**config.mk**
```make
export PLATFORM = sky130hd
export DESIGN_NAME = tcisp_slave
export DESIGN_NICKNAME = d
export VERILOG_FILES = /design/src/core/tcisp_pkg.sv /design/src/core/tcisp_fifo.sv /design/src/core/tcisp_slave.sv /design/src/core/tcisp_sync.sv
export SDC_FILE = /design/constraint.sdc
export NUM_CORES = 1
export LEC_CHECK = 0
export BUFFER_PORTS_ARGS = -buffer_cell sky130_fd_sc_hd__buf_2
export CAP_MARGIN = 20
export CORE_ASPECT_RATIO = 1.1
export CORE_MARGIN = 4
export CORE_UTILIZATION = 35
export DETAILED_ROUTE_END_ITERATION = 8
export GPL_ROUTABILITY_DRIVEN = 0
export PLACE_DENSITY = 0.56
export SLEW_MARGIN = 30
export SYNTH_ARGS = -nofsm -noshare
export SYNTH_HDL_FRONTEND = slang
export SYNTH_HIERARCHICAL = 1
export SYNTH_SLANG_ARGS = --single-unit
```
**constraint.sdc**
```tcl
create_clock -name clk -period 7.2 [get_ports clk]
set_input_delay 0.36 -clock clk [delete_from_list [all_inputs] [get_ports clk]]
set_output_delay 0.36 -clock clk [all_outputs]
set_load 0.05 [all_outputs]
```
**src/core/tcisp_pkg.sv**
```systemverilog
// shared constants and types of the touch controller serial slave port
package tcisp_pkg;

   // write address of each selectable pair, read address is this plus one
   localparam logic [7:0] ADDR_PAIR0_WR = 8'hba;
   localparam logic [7:0] ADDR_PAIR1_WR = 8'h28;

   // host clock rate ceiling, for the bench only
   localparam int BUS_RATE_KBPS = 400;

   // rising clock edges in one byte: eight data bits, then the ack slot
   localparam logic [3:0] BYTE_BITS = 4'h8;
   localparam logic [3:0] ACK_SLOT = 4'h9;

   // cycles after reset release in which the strap level is copied;
   // the filtered strap only settles on the fourth edge, so copy past it
   localparam logic [2:0] STRAP_WAIT = 3'h7;

   // reset level of the pin synchroniser: {strap, scl, sda}
   localparam logic [2:0] PIN_RST = 3'h3;

   // reset value of the register pointer
   localparam logic [15:0] PTR_RST = 16'h0000;

   // write buffer depth in words
   localparam int WR_FIFO_DEPTH = 8;

   // one buffered register write
   typedef struct packed {
      logic [15:0] addr; // register address
      logic [7:0] data; // byte written
   } tcisp_wr_s;

   // byte phases of a transaction
   typedef enum logic [2:0] {
      ST_IDLE, // waiting for a start
      ST_ADDR, // receiving the slave address
      ST_REG_HI, // receiving pointer high byte
      ST_REG_LO, // receiving pointer low byte
      ST_WDATA, // receiving write data
      ST_RDATA // sending read data
   } tcisp_state_e;

endpackage

```
**src/core/tcisp_fifo.sv**
```systemverilog
`timescale 1ns/1ps
`default_nettype none

// small flop fifo with registered full and empty flags
module tcisp_fifo #(
   parameter int WIDTH = 24,
   parameter int DEPTH = 8
) (
   input wire logic clk,
   input wire logic nrst,
   input wire logic in_valid,
   output logic in_ready,
   input wire logic [WIDTH-1:0] in_data,
   output logic out_valid,
   input wire logic out_ready,
   output logic [WIDTH-1:0] out_data
);

   localparam int AW = $clog2(DEPTH);

   logic [WIDTH-1:0] mem_q [DEPTH]; // storage
   logic [AW-1:0] wr_ptr_q; // next free slot
   logic [AW-1:0] rd_ptr_q; // oldest entry
   logic [AW:0] count_q; // fill level
   logic full_q; // no room left
   logic avail_q; // something stored, drives out_valid directly
   logic push; // accepted write
   logic pop; // accepted read
   logic [AW:0] count_d; // next fill level

   assign push = in_valid & ~full_q;
   assign pop = out_ready & avail_q;
   assign in_ready = ~full_q;
   assign out_valid = avail_q;
   assign out_data = mem_q[rd_ptr_q];

   // fill level update
   always_comb begin
      count_d = count_q;
      if (push && !pop) begin
         count_d = count_q + 1'b1;
      end else if (pop && !push) begin
         count_d = count_q - 1'b1;
      end
   end

   // pointers and flags
   always_ff @(posedge clk) begin
      if (!nrst) begin
         wr_ptr_q <= '0;
         rd_ptr_q <= '0;
         count_q <= '0;
         full_q <= 1'b0;
         avail_q <= 1'b0;
      end else begin
         if (push) begin
            wr_ptr_q <= (wr_ptr_q == AW'(DEPTH - 1)) ? '0 : wr_ptr_q + 1'b1;
         end
         if (pop) begin
            rd_ptr_q <= (rd_ptr_q == AW'(DEPTH - 1)) ? '0 : rd_ptr_q + 1'b1;
         end
         count_q <= count_d;
         full_q <= (count_d == (AW + 1)'(DEPTH));
         avail_q <= (count_d != '0);
      end
   end

   // storage write
   always_ff @(posedge clk) begin
      if (push) begin
         mem_q[wr_ptr_q] <= in_data;
      end
   end

endmodule

`default_nettype wire

```
**src/core/tcisp_slave.sv**
```systemverilog
`timescale 1ns/1ps
`default_nettype none

// Overview of operation
// - slave only, never starts a transfer
// - strap picks one of two address pairs
// - detect start, then receive address
// - matching address acked low in ninth clock
// - mismatch: stay idle, SDA released
// - nine clocks per byte, receiver acks
// - sample on SCL high, change on low
// - stop returns port to waiting
// - pointer steps by one per written byte
// - writes continue until stop or a refused byte
// - send bytes while host keeps acking
// - host nack then stop ends reading
module tcisp_slave (
   input wire logic clk,
   input wire logic nrst,
   // serial bus, open drain data
   input wire logic scl_i,
   input wire logic sda_i,
   output logic sda_o,
   output logic sda_oe,
   // power-on address selection level
   input wire logic addr_alt_strap,
   output logic addr_alt,
   // buffered register writes
   output logic wr_valid,
   input wire logic wr_ready,
   output logic [15:0] wr_addr,
   output logic [7:0] wr_data,
   // register reads
   output logic rd_req,
   output logic [15:0] rd_addr,
   input wire logic rd_valid,
   input wire logic [7:0] rd_data
);

   // filtered pin levels
   logic [2:0] pins_f; // {strap, scl, sda}
   logic scl_f; // clean clock level
   logic sda_f; // clean data level
   logic strap_f; // clean strap level
   logic scl_prev_q; // clock level one cycle ago
   logic sda_prev_q; // data level one cycle ago

   // bus events
   logic scl_rise; // clock went high
   logic scl_fall; // clock went low
   logic bus_start; // start or repeated start
   logic bus_stop; // stop

   // strap capture
   logic [2:0] strap_cnt_q; // wait after reset
   logic addr_alt_q; // selected pair

   // byte engine
   tcisp_pkg::tcisp_state_e state_q; // byte phase
   logic [3:0] bit_cnt_q; // rising edges in this byte
   logic [7:0] shift_q; // received bits
   logic [7:0] tx_q; // bits still to send
   logic dir_rd_q; // read direction requested
   logic ack_q; // we acked this byte
   logic mack_q; // host acked our byte
   logic sda_oe_q; // pulling data low
   logic sda_o_q; // driven level, always low

   // pointer and read path
   logic [15:0] ptr_q; // register pointer
   logic rd_req_q; // read request pulse
   logic [15:0] rd_addr_q; // read request address
   logic [7:0] rd_buf_q; // fetched byte

   // decoded conditions
   logic rx_phase; // a byte comes from the host
   logic [7:0] own_wr; // selected write address
   logic addr_hit; // address byte is ours
   logic ack_ok; // byte may be acked
   logic ev_ack; // fall that opens the ack slot
   logic ev_end; // fall that closes the ninth clock
   logic ev_load; // next read byte goes out
   logic push; // write data goes to the buffer
   logic fifo_in_ready; // buffer has room
   tcisp_pkg::tcisp_wr_s wr_word; // word pushed
   tcisp_pkg::tcisp_wr_s wr_head; // word at buffer head

   // pin synchroniser for clock, data and strap
   tcisp_sync #(
      .W(3),
      .RST(tcisp_pkg::PIN_RST)
   ) u_sync (
      .clk(clk),
      .nrst(nrst),
      .pin({addr_alt_strap, scl_i, sda_i}),
      .level_q(pins_f)
   );

   assign strap_f = pins_f[2];
   assign scl_f = pins_f[1];
   assign sda_f = pins_f[0];

   // previous levels for edge finding
   always_ff @(posedge clk) begin
      if (!nrst) begin
         scl_prev_q <= 1'b1;
         sda_prev_q <= 1'b1;
      end else begin
         scl_prev_q <= scl_f;
         sda_prev_q <= sda_f;
      end
   end

   // edges; data is only looked at while the clock is high
   assign scl_rise = scl_f & ~scl_prev_q;
   assign scl_fall = ~scl_f & scl_prev_q;
   assign bus_start = scl_f & scl_prev_q & sda_prev_q & ~sda_f;
   assign bus_stop = scl_f & scl_prev_q & ~sda_prev_q & sda_f;

   // strap caught once the synchroniser has filled after release
   always_ff @(posedge clk) begin
      if (!nrst) begin
         strap_cnt_q <= '0;
         addr_alt_q <= 1'b0;
      end else if (strap_cnt_q != tcisp_pkg::STRAP_WAIT) begin
         strap_cnt_q <= strap_cnt_q + 1'b1;
         addr_alt_q <= strap_f;
      end
   end

   // address pair in use
   assign own_wr = addr_alt_q ? tcisp_pkg::ADDR_PAIR1_WR
                              : tcisp_pkg::ADDR_PAIR0_WR;
   assign addr_hit = (shift_q[7:1] == own_wr[7:1]);

   // phases in which the host is the sender
   assign rx_phase = (state_q == tcisp_pkg::ST_ADDR) ||
                     (state_q == tcisp_pkg::ST_REG_HI) ||
                     (state_q == tcisp_pkg::ST_REG_LO) ||
                     (state_q == tcisp_pkg::ST_WDATA);

   // ack decision per phase
   always_comb begin
      case (state_q)
         tcisp_pkg::ST_ADDR: ack_ok = addr_hit;
         tcisp_pkg::ST_WDATA: ack_ok = fifo_in_ready;
         tcisp_pkg::ST_REG_HI: ack_ok = 1'b1;
         tcisp_pkg::ST_REG_LO: ack_ok = 1'b1;
         default: ack_ok = 1'b0;
      endcase
   end

   // byte boundaries
   assign ev_ack = scl_fall & rx_phase & (bit_cnt_q == tcisp_pkg::BYTE_BITS);
   assign ev_end = scl_fall & (state_q != tcisp_pkg::ST_IDLE) &
                   (bit_cnt_q == tcisp_pkg::ACK_SLOT);
   assign ev_load = ev_end & (((state_q == tcisp_pkg::ST_ADDR) & dir_rd_q & ack_q) |
                              ((state_q == tcisp_pkg::ST_RDATA) & mack_q));
   assign push = ev_ack & (state_q == tcisp_pkg::ST_WDATA) & fifo_in_ready;

   // phase machine; nothing moves until the host starts
   always_ff @(posedge clk) begin
      if (!nrst) begin
         state_q <= tcisp_pkg::ST_IDLE;
      end else if (bus_start) begin
         state_q <= tcisp_pkg::ST_ADDR;
      end else if (bus_stop) begin
         state_q <= tcisp_pkg::ST_IDLE;
      end else if (ev_ack && (state_q == tcisp_pkg::ST_ADDR) && !addr_hit) begin
         state_q <= tcisp_pkg::ST_IDLE;
      end else if (ev_end) begin
         case (state_q)
            tcisp_pkg::ST_ADDR: begin
               // direction bit picks read or pointer phase
               state_q <= dir_rd_q ? tcisp_pkg::ST_RDATA : tcisp_pkg::ST_REG_HI;
            end
            tcisp_pkg::ST_REG_HI: begin
               state_q <= tcisp_pkg::ST_REG_LO;
            end
            tcisp_pkg::ST_REG_LO: begin
               state_q <= tcisp_pkg::ST_WDATA;
            end
            tcisp_pkg::ST_WDATA: begin
               // a refused byte ends our part of the write
               state_q <= ack_q ? tcisp_pkg::ST_WDATA : tcisp_pkg::ST_IDLE;
            end
            tcisp_pkg::ST_RDATA: begin
               // host nack: wait quietly for the stop
               state_q <= mack_q ? tcisp_pkg::ST_RDATA : tcisp_pkg::ST_IDLE;
            end
            default: begin
               state_q <= tcisp_pkg::ST_IDLE;
            end
         endcase
      end
   end

   // bit counter counts rising clock edges of one byte
   always_ff @(posedge clk) begin
      if (!nrst) begin
         bit_cnt_q <= '0;
      end else if (bus_start || bus_stop) begin
         bit_cnt_q <= '0;
      end else if (ev_end) begin
         bit_cnt_q <= '0;
      end else if (scl_rise && (bit_cnt_q != tcisp_pkg::ACK_SLOT)) begin
         bit_cnt_q <= bit_cnt_q + 1'b1;
      end
   end

   // receive shifter, msb first, sampled on rising clock
   always_ff @(posedge clk) begin
      if (!nrst) begin
         shift_q <= '0;
      end else if (scl_rise && rx_phase && (bit_cnt_q < tcisp_pkg::BYTE_BITS)) begin
         shift_q <= {shift_q[6:0], sda_f};
      end
   end

   // direction, own ack and host ack flags
   always_ff @(posedge clk) begin
      if (!nrst) begin
         dir_rd_q <= 1'b0;
         ack_q <= 1'b0;
         mack_q <= 1'b0;
      end else begin
         if (ev_ack) begin
            ack_q <= ack_ok;
            if (state_q == tcisp_pkg::ST_ADDR) begin
               dir_rd_q <= shift_q[0];
            end
         end
         // host answer sampled on the ninth rising edge
         if (scl_rise && (state_q == tcisp_pkg::ST_RDATA) &&
             (bit_cnt_q == tcisp_pkg::BYTE_BITS)) begin
            mack_q <= ~sda_f;
         end
      end
   end

   // data line driver, changes only just after a falling clock
   always_ff @(posedge clk) begin
      if (!nrst) begin
         sda_oe_q <= 1'b0;
         sda_o_q <= 1'b0;
         tx_q <= '0;
      end else if (bus_start || bus_stop) begin
         sda_oe_q <= 1'b0;
      end else if (ev_ack) begin
         sda_oe_q <= ack_ok;
      end else if (ev_load) begin
         sda_oe_q <= ~rd_buf_q[7];
         tx_q <= {rd_buf_q[6:0], 1'b0};
      end else if (ev_end) begin
         sda_oe_q <= 1'b0;
      end else if (scl_fall && (state_q == tcisp_pkg::ST_RDATA)) begin
         if (bit_cnt_q == tcisp_pkg::BYTE_BITS) begin
            sda_oe_q <= 1'b0;
         end else if (bit_cnt_q != 4'h0) begin
            sda_oe_q <= ~tx_q[7];
            tx_q <= {tx_q[6:0], 1'b0};
         end
      end
   end

   // register pointer: loaded by the host, stepped per byte
   always_ff @(posedge clk) begin
      if (!nrst) begin
         ptr_q <= tcisp_pkg::PTR_RST;
      end else if (ev_ack && (state_q == tcisp_pkg::ST_REG_HI)) begin
         ptr_q[15:8] <= shift_q;
      end else if (ev_ack && (state_q == tcisp_pkg::ST_REG_LO)) begin
         ptr_q[7:0] <= shift_q;
      end else if (push) begin
         ptr_q <= ptr_q + 16'h0001;
      end else if (ev_load) begin
         ptr_q <= ptr_q + 16'h0001;
      end
   end

   // read requests: first byte on address match, then one ahead
   always_ff @(posedge clk) begin
      if (!nrst) begin
         rd_req_q <= 1'b0;
         rd_addr_q <= '0;
      end else if (ev_ack && (state_q == tcisp_pkg::ST_ADDR) && addr_hit && shift_q[0]) begin
         rd_req_q <= 1'b1;
         rd_addr_q <= ptr_q;
      end else if (ev_load) begin
         rd_req_q <= 1'b1;
         rd_addr_q <= ptr_q + 16'h0001;
      end else begin
         rd_req_q <= 1'b0;
      end
   end

   // fetched byte held until it goes out
   always_ff @(posedge clk) begin
      if (!nrst) begin
         rd_buf_q <= '0;
      end else if (rd_valid) begin
         rd_buf_q <= rd_data;
      end
   end

   // write word and buffer toward the register space
   assign wr_word.addr = ptr_q;
   assign wr_word.data = shift_q;

   tcisp_fifo #(
      .WIDTH($bits(tcisp_pkg::tcisp_wr_s)),
      .DEPTH(tcisp_pkg::WR_FIFO_DEPTH)
   ) u_wr_fifo (
      .clk(clk),
      .nrst(nrst),
      .in_valid(push),
      .in_ready(fifo_in_ready),
      .in_data(wr_word),
      .out_valid(wr_valid),
      .out_ready(wr_ready),
      .out_data(wr_head)
   );

   // outputs
   assign wr_addr = wr_head.addr;
   assign wr_data = wr_head.data;
   assign sda_o = sda_o_q;
   assign sda_oe = sda_oe_q;
   assign rd_req = rd_req_q;
   assign rd_addr = rd_addr_q;
   assign addr_alt = addr_alt_q;

endmodule

`default_nettype wire

```
**src/core/tcisp_sync.sv**
```systemverilog
`timescale 1ns/1ps
`default_nettype none

// three-stage pin synchroniser, output moves once stages two and three agree
module tcisp_sync #(
   parameter int W = 1,
   parameter logic [W-1:0] RST = '0
) (
   input wire logic clk,
   input wire logic nrst,
   input wire logic [W-1:0] pin,
   output logic [W-1:0] level_q
);

   logic [W-1:0] s1_q; // first stage, read by s2 only
   logic [W-1:0] s2_q; // second stage
   logic [W-1:0] s3_q; // third stage

   // shift chain
   always_ff @(posedge clk) begin
      if (!nrst) begin
         s1_q <= RST;
         s2_q <= RST;
         s3_q <= RST;
      end else begin
         s1_q <= pin;
         s2_q <= s1_q;
         s3_q <= s2_q;
      end
   end

   // per bit agreement filter
   genvar i;
   for (i = 0; i < W; i++) begin : g_bit
      always_ff @(posedge clk) begin
         if (!nrst) begin
            level_q[i] <= RST[i];
         end else if (s2_q[i] == s3_q[i]) begin
            level_q[i] <= s3_q[i];
         end
      end
   end

endmodule

`default_nettype wire

```
==> results.yml <==
clock_tree:
  cts_root_buf: "clkbuf_16"
  clock-sinks: 292
  clk_latency_ps: 570
  cts_buffers: 30
  cts.repair.resized: 0
  path_clk_slew_ps: 60
  cts-htree-levels: 1
  max-clock-path-buffers: 3
  cts_tree: "yes"
critical_path:
  reg2reg_from: "scl_prev_q"
  setup.worst_path.end_class: "flop"
  startpoint: "scl_prev_q"
  cp_top_family: "simple AND/OR/NAND/NOR gates"
  arrival_ps: 3500
  crit_path_max_incr_delay_ps: 620
  cp_max_fo: 16
  slowest_stage: "nor2b_1"
  startpoint_type: "flop"
  crit_buf_inv: 0
  worstSetupPathType: "flop to flop"
  critPathRequiredTime_ps: 7650
  worstPathCellList: "nor2b_1 -> nand4_4 -> nor2_1 -> nand2b_1 -> a21oi_2 -> a22oi_1 -> xnor2_1 -> o31a_1"
floorplan:
  dieArea_mm2: 0.0384
  die_h_um: 205
  fp.coreArea_mm2: 0.0346
  die_w_um: 187
  pin_count: 60
  rows: 71
  initial_utilization_pct: 35.7
synth:
  mappedNetlistArea_mm2: 0.0123
  yosysSeqAreaShare_pct: 62.9
  synth_warnings: 6
  synth-edff-count: 192
  synth.avg_cell_area_um2: 14.5
  synth.distinct_cells: 69
  synth-seq-cells: 292
  syn_inst: 852
  async_flop_share_pct: 0
  syn_nets: 880
  synth_ff_type: "edfxtp_1"
power:
  p_int_mw: 2.82
  comb_power_share_pct: 9.6
  p_total_mw: 3.65
  leakagePower_nw: 4.62
  switching_power_uw: 836
  switching_share_pct: 22.9
  p_clk_share_pct: 40.7
  ir_worst_vdd_v: 0.000169
  power.share.sequential_pct: 49.7
  p_per_area_mw_per_mm2: 260
detailed_routing:
  drc: 0
  viasPerCell: 5.29
  drtPass1Iterations: 4
  antenna_left: 0
  vias: 7243
  avgRoutedWirePerCell_um: 19.0
  postRouteWirelength_mm: 26.0
  drt_iter0_markers: 443
cells_and_area:
  area_growth_pct: 13.8
  most-common-layout-cells: "192 x edfxtp_1, 98 x dfxtp_1, 61 x a21oi_1"
  final_common_cell: "edfxtp_1"
  drive_gt1_share_pct: 23.6
  antennaDiodeCount: 0
  nets: 935
timing:
  skew_ps: 18.1
  timing.fmax_ghz: 0.328
  worst_slew_pin_slew_ps: 929
  rsz0062_at_grt: "false"
  final-setup-viol-count: 0
  slew_viol_final: 0
  final_hold_viol_count: 0
  period_share_pct: 42.4
  fin_crit_ps: 3050
  final.setup.tns_ps: 0
  max_slew_margin_pct: 37.9
outcome:
  status: "completed"
global_routing:
  grt_pass1_wl_mm: 41.4
  grt_antenna_before_repair: 0
  grt_use_total_pct: 13.4
  grt_pass1_vias: 7216
  grt_start_max_net_pins: 63
  grt-ovfl-total: 0
job:
  cap_violations: 0
place:
  dpl.hpwl_mm: 16.4
  numPortBuffers: 58
worst_hold_path:
  hold_start: "rd_data[2]"
  hold_path.class: "input port to flop"
[stage by stage]
stage	worst slack [ps]	hold WS, ps	instances	area [um^2]	util (%)
5_1_grt	3820	29.7	1369	14100	40.7
6_report	4150	37.9	1369	14100	40.7
4_1_cts	4140	15.1	1369	14000	40.6
3_5_place_dp	4140	399	1310	13000	37.8
3_3_place_gp	4200	400	1308	13000	37.6
2_1_floorplan	2810	386	852	12300	-
[sequential cells by signal, indices dropped and copies added (netlist names), 3 cells and up, named ones only]
signal              count
ptr_q                  16
u_sync/s1_q             3
u_wr_fifo/mem_q       192
u_wr_fifo/wr_ptr_q      3
rd_addr                16
strap_cnt_q             3
u_sync/s3_q             3
u_wr_fifo/count_q       4
state_q                 3
rd_buf_q                8
u_wr_fifo/rd_ptr_q      3
bit_cnt_q               4
shift_q                 8
u_sync/s2_q             3
tx_q                    7
u_sync/level_q          3
[path summary, 6_finish.rpt]
path,end,slack (ps),depth (start not counted)
max,u_wr_fifo/out_valid,4150,8
min,rd_buf_q[2],40,3
max reg2reg,u_wr_fifo/out_valid,4150,8
min reg2reg,u_sync/s2_q[1],410,1
[power by group through the flow]
| stage | combinational (mW) | sequential, mW | clock (mW) |
|---|---|---|---|
| final | 0.350 | 1.82 | 1.49 |
| after global routing | 0.379 | 1.82 | 1.60 |
| after CTS | 0.359 | 1.82 | 1.53 |
| after detailed placement | 0.357 | 1.85 | 0 |
| after global placement | 0.320 | 1.88 | 0 |
| after floorplan | 0.299 | 1.84 | 0 |
[cell usage after synthesis, types with 12 or more instances]
| library cell | number | area, um^2 |
|---|---|---|
| dfxtp_1 | 100 | 2000 |
| ha_1 | 13 | 163 |
| mux2i_1 | 29 | 290 |
| nand2b_1 | 13 | 81.3 |
| xnor2_1 | 17 | 149 |
| nor3_1 | 12 | 60.1 |
| o21ai_0 | 31 | 155 |
| nand3_1 | 18 | 90.1 |
| buf_2 | 14 | 70.1 |
| edfxtp_1 | 192 | 5770 |
| nor2_1 | 40 | 150 |
| mux2_4 | 15 | 225 |
| nor4_1 | 15 | 93.8 |
| a21oi_1 | 61 | 305 |
| mux4_2 | 48 | 1080 |
| o22ai_1 | 15 | 93.8 |
| nand2_1 | 43 | 161 |
| clkbuf_1 | 22 | 82.6 |
[logic make-up after synthesis]
logic type | share of synthesized area (%)
flops | 62.9
simple gates | 9.16
compound gates | 8.45
mux | 13.7
buf+inv | 2.84
xor+xnor | 1.56
fa+ha+maj | 1.32
other cells | 0.0304
[tightest hold or removal path, stage by stage]
cell and delay, ps:
buf_2 80, mux2i_1 50, nor2_1 70
[cell type report]
class / instances / area, um^2
Fill cell: 3186 / 20500
Sequential cell: 292 / 7770
Multi-Input combinational cell: 498 / 4270
Clock buffer: 52 / 923
Tap cell: 438 / 548
Timing Repair Buffer: 76 / 458
Clock inverter: 4 / 45.0
Inverter: 9 / 33.8
[metal layers]
layer | up-vias | wire [um] | GRT usage [%]
li1 | 3417 | - | -
met1 | 3649 | 11900 | 18.4
met2 | 133 | 12600 | 22.4
met3 | 44 | 999 | 2.03
met4 | 0 | 610 | 3.46
met5 | - | 0 | 0
[repair_timing]
| item | in CTS | in global routing |
|---|---|---|
| setup buffers | 0 | 0 |
| endpoints found under the hold margin | 3 | 0 |
| hold buffers | 3 | 0 |
(Power assumes the default switching activity.)
